<file path="config.mk">
export PLATFORM = sky130hd
export DESIGN_NAME = adh_bank
export DESIGN_NICKNAME = d
export VERILOG_FILES = /design/src/logic/adh_pkg.sv /design/src/logic/adh_bank.sv /design/src/logic/adh_port_reg.sv
export VERILOG_INCLUDE_DIRS = /design/src /design/src/logic
export SDC_FILE = /design/constraint.sdc
export NUM_CORES = 1
export LEC_CHECK = 0
export ABC_AREA = 0
export BUFFER_PORTS_ARGS = -buffer_cell sky130_fd_sc_hd__buf_2
export CORE_MARGIN = 4
export CORE_UTILIZATION = 49
export CTS_BUF_LIST = sky130_fd_sc_hd__clkbuf_4 sky130_fd_sc_hd__clkbuf_8
export CTS_CLUSTER_DIAMETER = 60
export DETAILED_ROUTE_END_ITERATION = 8
export GPL_TIMING_DRIVEN = 0
export PLACE_DENSITY = 0.8
export SETUP_SLACK_MARGIN = 0.02
export SLEW_MARGIN = 20
export SYNTH_ARGS = -nofsm -noshare
export SYNTH_HDL_FRONTEND = slang
export SYNTH_SLANG_ARGS = --single-unit
</file>
<file path="constraint.sdc">
create_clock -name clk_sys -period 2.3 [get_ports clk_sys]
set_input_delay 0.575 -clock clk_sys [delete_from_list [all_inputs] [get_ports clk_sys]]
set_output_delay 0.575 -clock clk_sys [all_outputs]
set_load 0.01 [all_outputs]
</file>
<file path="src/logic/adh_map.svh">
// Function
// Each of four ports has an eight-bit read/write device/head parameter register.
// Host writes device/head before the command register; command issue uses current value.
// Bit 6 selects addressing mode: zero is CHS, one is LBA.
// In CHS mode bits 3 down to 0 give the head number.
// In 28-bit LBA mode bits 3 down to 0 give address bits 27 to 24.
// In 48-bit LBA mode host sets bits 3 down to 0 all to one.
// Register decodes at 218H, 418H, 618H and 818H for ports 0 to 3.
// Bits 7, 5 and 4 are reserved and writes to them have no effect.
// Command write sets busy and sends a host-to-device frame with the parameters.
`ifndef ADH_MAP_SVH
`define ADH_MAP_SVH

`define ADH_NPORTS      4
`define ADH_ADDR_W      12
`define ADH_P0_DH_OFS   12'h218
`define ADH_P1_DH_OFS   12'h418
`define ADH_P2_DH_OFS   12'h618
`define ADH_P3_DH_OFS   12'h818
`define ADH_DH_RESET    8'h00
`define ADH_RESV_MASK   8'hb0
`define ADH_MODE_BIT    6
`define ADH_LOW_MSB     3
`define ADH_LOW_LSB     0
`define ADH_LBA48_FILL  4'hf

`endif

</file>
<file path="src/logic/adh_pkg.sv">
package adh_pkg;

    typedef struct packed {
        logic        wr;
        logic        rd;
        logic [11:0] addr;
        logic [7:0]  wdata;
    } adh_mem_req_t;

    typedef struct packed {
        logic       valid;
        logic       hit;
        logic [7:0] rdata;
    } adh_mem_rsp_t;

    typedef struct packed {
        logic       lba_mode;
        logic [3:0] head;
        logic [3:0] lba_27_24;
    } adh_decode_t;

    typedef struct packed {
        logic       valid;
        logic [7:0] dh;
    } adh_h2d_t;

endpackage

</file>
<file path="src/logic/adh_bank.sv">
`timescale 1ns/1ps
`include "adh_map.svh"

module adh_bank
    import adh_pkg::*;
(
    // Clock and control.
    input  wire logic              clk_sys,
    input  wire logic              rst,
    input  wire logic              ce,
    // Memory-space register access.
    input  wire adh_mem_req_t      req,
    output adh_mem_rsp_t           rsp_q,
    // Command issue and drive answers, one bit per port.
    input  wire logic [3:0]        cmd_issue,
    input  wire logic [3:0]        d2h_done,
    // Per-port state.
    output logic [3:0]             busy,
    output adh_decode_t [3:0]      port_dec,
    output adh_h2d_t [3:0]         h2d
);

    // Returns one when the address selects a device/head register.
    function automatic logic dh_hit(input logic [11:0] a);
        dh_hit = (a == `ADH_P0_DH_OFS) || (a == `ADH_P1_DH_OFS) ||
                 (a == `ADH_P2_DH_OFS) || (a == `ADH_P3_DH_OFS);
    endfunction

    // Returns the port index selected by a device/head address.
    function automatic logic [1:0] dh_port(input logic [11:0] a);
        dh_port = 2'(a[11:9] - 3'h1);
    endfunction

    // Returns the device/head offset of one port.
    function automatic logic [11:0] dh_ofs(input logic [1:0] p);
        case (p)
            2'h0: dh_ofs = `ADH_P0_DH_OFS;
            2'h1: dh_ofs = `ADH_P1_DH_OFS;
            2'h2: dh_ofs = `ADH_P2_DH_OFS;
            default: dh_ofs = `ADH_P3_DH_OFS;
        endcase
    endfunction

    logic [7:0] dh_all [`ADH_NPORTS];
    logic       rd_hit;
    logic       wr_hit;
    logic [1:0] sel;
    logic [7:0] dh_word;

    always_comb begin
        rd_hit  = req.rd && dh_hit(req.addr);
        wr_hit  = req.wr && dh_hit(req.addr);
        sel     = dh_port(req.addr);
        dh_word = dh_all[sel];
    end

    genvar gi;
    generate
        for (gi = 0; gi < `ADH_NPORTS; gi++) begin : g_port
            adh_port_reg u_port (
                .clk_sys   (clk_sys),
                .rst       (rst),
                .ce        (ce),
                .wr_en     (wr_hit && (sel == 2'(gi))),
                .wdata     (req.wdata),
                .cmd_issue (cmd_issue[gi]),
                .d2h_done  (d2h_done[gi]),
                .dh_q      (dh_all[gi]),
                .busy_q    (busy[gi]),
                .dec       (port_dec[gi]),
                .h2d_q     (h2d[gi])
            );
        end
    endgenerate

    always_ff @(posedge clk_sys) begin
        if (rst) begin
            rsp_q <= '0;
        end else if (ce) begin
            rsp_q.valid <= req.rd;
            rsp_q.hit   <= rd_hit;
            rsp_q.rdata <= rd_hit ? dh_word : 8'h00; // see R1
        end
    end

    logic resv_any;
    always_comb begin
        resv_any = |((dh_all[0] | dh_all[1] | dh_all[2] | dh_all[3]) & `ADH_RESV_MASK);
    end

    // Per-port checks on decoding, storage, command issue, clock enable and reset.
    genvar gc;
    generate
        for (gc = 0; gc < `ADH_NPORTS; gc++) begin : g_chk

        end
    endgenerate
endmodule

</file>
<file path="src/logic/adh_port_reg.sv">
`timescale 1ns/1ps
`include "adh_map.svh"

module adh_port_reg
    import adh_pkg::*;
(
    // Clock and control.
    input  wire logic        clk_sys,
    input  wire logic        rst,
    input  wire logic        ce,
    // Register write.
    input  wire logic        wr_en,
    input  wire logic [7:0]  wdata,
    // Command issue and drive answer.
    input  wire logic        cmd_issue,
    input  wire logic        d2h_done,
    // Port state.
    output logic [7:0]       dh_q,
    output logic             busy_q,
    output adh_decode_t      dec,
    output adh_h2d_t         h2d_q
);

    always_ff @(posedge clk_sys) begin
        if (rst) begin
            dh_q <= `ADH_DH_RESET;
        end else if (ce && wr_en) begin
            dh_q <= wdata & ~`ADH_RESV_MASK; // see R1
        end
    end

    always_ff @(posedge clk_sys) begin
        if (rst) begin
            busy_q <= 1'b0;
        end else if (ce) begin
            if (cmd_issue) begin
                busy_q <= 1'b1;
            end else if (d2h_done) begin
                busy_q <= 1'b0;
            end
        end
    end

    always_ff @(posedge clk_sys) begin
        if (rst) begin
            h2d_q <= '0;
        end else if (ce) begin
            h2d_q.valid <= cmd_issue;
            if (cmd_issue) begin
                h2d_q.dh <= dh_q;
            end
        end
    end

    always_comb begin
        dec.lba_mode  = dh_q[`ADH_MODE_BIT];
        dec.head      = dh_q[`ADH_MODE_BIT] ? 4'h0 : dh_q[`ADH_LOW_MSB:`ADH_LOW_LSB];
        dec.lba_27_24 = dh_q[`ADH_MODE_BIT] ? dh_q[`ADH_LOW_MSB:`ADH_LOW_LSB] : 4'h0;
    end

endmodule

</file>
# Word-level counts from Yosys, hierarchy flattened
# Cells that the tools add are included.
# Widths: inputs -> output; s select.
# classes
div	0
n_lt_le_gt_ge	1
n_reduce_logical	26
multipliers	0
muxes	20
eq_ne	7
bitwise_logic	1
n_shift	0
n_addsub	1
# ops
cell	count
$mux 4	8
$eq 12x11->1 const B	2
$mux 8	3
$bmux 8 s2	1
$reduce_and 2->1	8
$eq 12x10->1 const B	1
$eq 12x12->1 const B	1
$logic_and 1x1->1	10
$mux 1	8
$reduce_bool 2->1	4
$eq 2x2->1 const B	2
$ge 3x3->1 const B	1
$logic_or 1x1->1	3
$not 2->3	1
$eq 2x1->1 const B	1
$logic_not 2->1	1
$sub 2x1->2 const B	1
# totals
mem_bits_rw	0
wordCells	75
rom_bits	0
latch_bits	0
register_bits	58
mem_count	0
inputBits	33
output_inout_bits	86

# Logic depth before layout (Yosys ltp)
# logic_depth
word_depth	7
mapped_depth	6

# Cells and area by module
# Synthesis repeated with hierarchy kept, for this count alone.
# unflattened
cells_unflattened	302
hier_area_um2	3066.7
# by_module_without_submodules
module	seq_area_each_um2	area_each_um2	n_inst	cells_each
adh_port_reg	240.2	598.1	4	62
adh_bank	200.2	674.4	1	54

# Worst setup path after synthesis
# No wires, ideal clock.
# synth_path
path_type	in2reg
from	input req[17] (netlist bit)
to	register rsp_q[0] (netlist bit)
t_required_ns	2.178
path_slack_ns	0.445
n_path_buf	1
setup_ns	0.122
path_stages	6
arrival_time_ns	1.732
path_cell_list	buf_6 -> inv_1 -> ha_1 -> mux4_2 -> inv_1 -> o21ai_0
# synth_between
elab_chain_cells	6
# synth_lines
element	line	source
from (decl)	adh_bank.sv:12	input wire adh_mem_req_t req,
$sub 2x1->2 (tied with other cells)	adh_bank.sv:31	dh_port = 2'(a[11:9] - 3'h1);
$not 2->3 (not written as such) / $logic_or 1x1->1 (equally long branches)	adh_bank.sv:54, adh_bank.sv:25	
$bmux 8 s2 / $logic_or 1x1->1 (equally long branches)	adh_bank.sv:54, adh_bank.sv:25	
$mux 8 (not written as such) / $logic_or 1x1->1 (equally long branches)	adh_bank.sv:54, adh_bank.sv:25	
$mux 8 (not written as such) / $logic_and 1x1->1 (equally long branches)	adh_bank.sv:54, adh_bank.sv:51	
$mux 8 *	adh_bank.sv:82	rsp_q.rdata <= rd_hit ? dh_word : 8'h00;
to (decl)	adh_bank.sv:13	output adh_mem_rsp_t rsp_q,
# Every way passes the cells marked *; elsewhere a longest branch is shown, timed or not. The select of a mux whose other input is x is not followed.
# A chain may end at the register's enable or synchronous reset.

==> out/metrics.cfg <==
[power_and_ir_drop]
power_frac_clock_pct = 31.9
leakage_nw = 1.76
p_sw_mw = 0.403
power_frac_comb_pct = 10.6
peakVddDrop_mv = 0.358
p_per_area_nw_per_um2 = 487
sw_frac_of_total_pct = 24.0
p_seq_share_pct = 57.4
internal_power_mw = 1.28
power_mw = 1.68

[global_route]
grt_start_max_net_pins = 16
grt_pass1_vias = 2306
antenna_found_initial = 0
grt_remaining_overflow = 0
grt_use_total_pct = 21.5
grt_pass1_wl_mm = 11.1

[final_layout]
area_growth_pct = 26.4
final_common_cell = buf_2
antenna_cells = 0
layout_common_cells = buf_2, dfxtp_1, nand2_1
drive_gt1_share_pct = 34.1
instances_no_fill = 492
final_nets = 458
fin_area_um2 = 3440

[die]
rows = 26
die_h_um = 82.6
fp.dieW_um = 82.6
die_area_um2 = 6820
start_util_pct = 52.0
io_pins = 119
core_area_um2 = 5240

[yosys]
synth_cell_types = 25
yosysSeqAreaShare_pct = 40.4
synth_warnings = 0
syn_inst = 302
syn-cell-area_um2 = 2730
ys_seq_elements = 55
synth.avg_cell_area_um2 = 9.02

[worst_setup_path]
required_ns = 1.73
critPathKind = flop to output port
reg2reg_depth = 3
end_kind = output port
r2r_end = rsp_q[1]
r2r_slack_ns = 1.18
timing.rr.start = g_port[1].u_port.dh_q[1]
path_delay_family = buffers and inverters
cp_max_fo = 10
critPathMaxStageDelay_ns = 0.37
critPathLaunchType = flop
critPathBufInv = 2
worstPathArrival_ns = 1.36
crit_slowest_cell = clkbuf_1
path_cells = clkbuf_1 > and2_1 > buf_2

[clock_network]
ctsHoldBuffers = 0
clockRootBuffer = clkbuf_8
clockBufferDepth = 2
clk_latency_ns = 0.30
cts-htree-levels = 2
clkSlewWorstSetupHoldPaths_ns = 0.09
clock-sinks = 55
cts_tree = built
post_cts.repair.setup_buffers = 0
cts_resized = 0
cts_inserted_buffers = 5

[timing]
final.period_utilization_pct = 84.3
setup_slack_ns = 0.362
setup_viol = 0
worst_pin_slew_ns = 0.556
slew_viol_final = 0
final-hold-violation-count = 0
tns_ns = 0
fmax_mhz = 516
fin_skew_ns = 0.00251
fin_crit_ns = 1.94
rsz0062_at_grt = no
slew_headroom_pct = 62.9

[place]
dpl_cell_area_um2 = 3360
place.gp.congestion = 0.783
pre_cts_slack_ns = 0.138
dp.cells = 484
place_hpwl_mm = 5.54
port-buffer-count = 98

[min_path]
min_from = g_port[2].u_port.h2d_q[6]
hold-path-cell-count = 2
holdPathEnd = g_port[2].u_port.h2d_q[6]
hold_path_class = flop to flop

[route]
drc = 0
drt_first_pass_iters = 4
via_per_inst = 4.92
dr_total_vias = 2421
ant_nets = 0
drt_iter0_drc = 167
wl_per_cell_um = 14.4
routed_wl_mm = 7.09

[run]
drv_cap = 0

[status]
status = complete, no violations

[cells in the mapped netlist]
cell | instances | share of area [%]
nand4_4 | 4 | 3.1
mux2i_1 | 20 | 7.3
inv_1 | 7 | 0.96
nand3_1 | 21 | 3.9
and2_1 | 16 | 3.7
nor2b_1 | 16 | 3.7
nand2_1 | 39 | 5.4
buf_2 | 2 | 0.37
o21ai_0 | 5 | 0.92
mux4_2 | 4 | 3.3
conb_1 | 1 | 0.14
nand2b_1 | 31 | 7.1
clkbuf_1 | 13 | 1.8
o2111a_1 | 1 | 0.41
dfxtp_1 | 55 | 40
buf_4 | 23 | 6.3
mux4_1 | 1 | 0.96
a21oi_1 | 30 | 5.5
nor2_1 | 3 | 0.41
o21ba_2 | 1 | 0.37
nor4b_2 | 1 | 0.55
nor3b_2 | 1 | 0.46
ha_1 | 4 | 1.8
nor3b_1 | 1 | 0.28
buf_6 | 2 | 0.83
[worst register-to-register path, cell delays in order, from the launching register on]
cell and delay [ns]:
dfxtp_1 0.38, mux4_1 0.50, inv_1 0.08, o21ai_0 0.06
[layer usage]
| metal | global-route usage [%] | wire [µm] | vias up |
|---|---|---|---|
| li1 | - | - | 1207 |
| met1 | 27.0 | 2950 | 1114 |
| met2 | 36.7 | 3530 | 90 |
| met3 | 3.90 | 520 | 10 |
| met4 | 8.01 | 87 | 0 |
| met5 | 0 | 0 | - |
[flip-flops by register name, indices dropped and copies added, names as in the netlist]
name,cells
rsp_q,7
g_port.u_port.busy_q,4
g_port.u_port.dh_q,20
g_port.u_port.h2d_q,24
[through the flow]
stage | util, % | hold WS, ns
floorplan | - | 0.437
global placement | 64.1 | 0.434
detailed placement | 64.1 | 0.446
CTS | 65.8 | 0.459
global route | 65.8 | 0.474
finish | 65.8 | 0.459
[kinds of logic after synthesis]
family / share of synthesized area [%]
adder cells (fa/ha/maj): 1.84
multiplexers: 11.6
AND/OR/NAND/NOR: 28.5
other: 0.138
buffers and inverters: 10.3
AO/OA/AOI/OAI: 7.21
flip-flops: 40.4
[final cells by class]
cell class,instances,area [µm²]
fill,460,1790
multi-input combinational,214,1400
sequential,55,1100
timing repair buffer,98,490
buffer,40,254
tap,70,87.6
clock buffer,7,83.8
inverter,7,26.3
clock inverter,1,5.00
[power by group through the flow]
stage / sequential, mW / combinational [mW] / clock, mW
global route: 0.966 / 0.197 / 0.579
detailed placement: 0.987 / 0.177 / 0
finish: 0.965 / 0.179 / 0.536
floorplan: 0.989 / 0.111 / 0
CTS: 0.965 / 0.178 / 0.544
global placement: 0.987 / 0.172 / 0
[worst max path at each step]
stage / slack, ns / from / to / cells after the start
after detailed placement: 0.14 / req[17] / rsp_q[6] / 7
after floorplan: 0.45 / req[17] / rsp_q[0] / 6
after CTS: 0.34 / g_port[0].u_port.dh_q[6] / port_dec[0] / 3
after global placement: 0.19 / req[17] / rsp_q[0] / 7
after global routing: 0.28 / g_port[0].u_port.dh_q[6] / port_dec[0] / 3
final: 0.36 / g_port[0].u_port.dh_q[6] / port_dec[0] / 3
No activity file was read; power rests on OpenSTA's default activity.
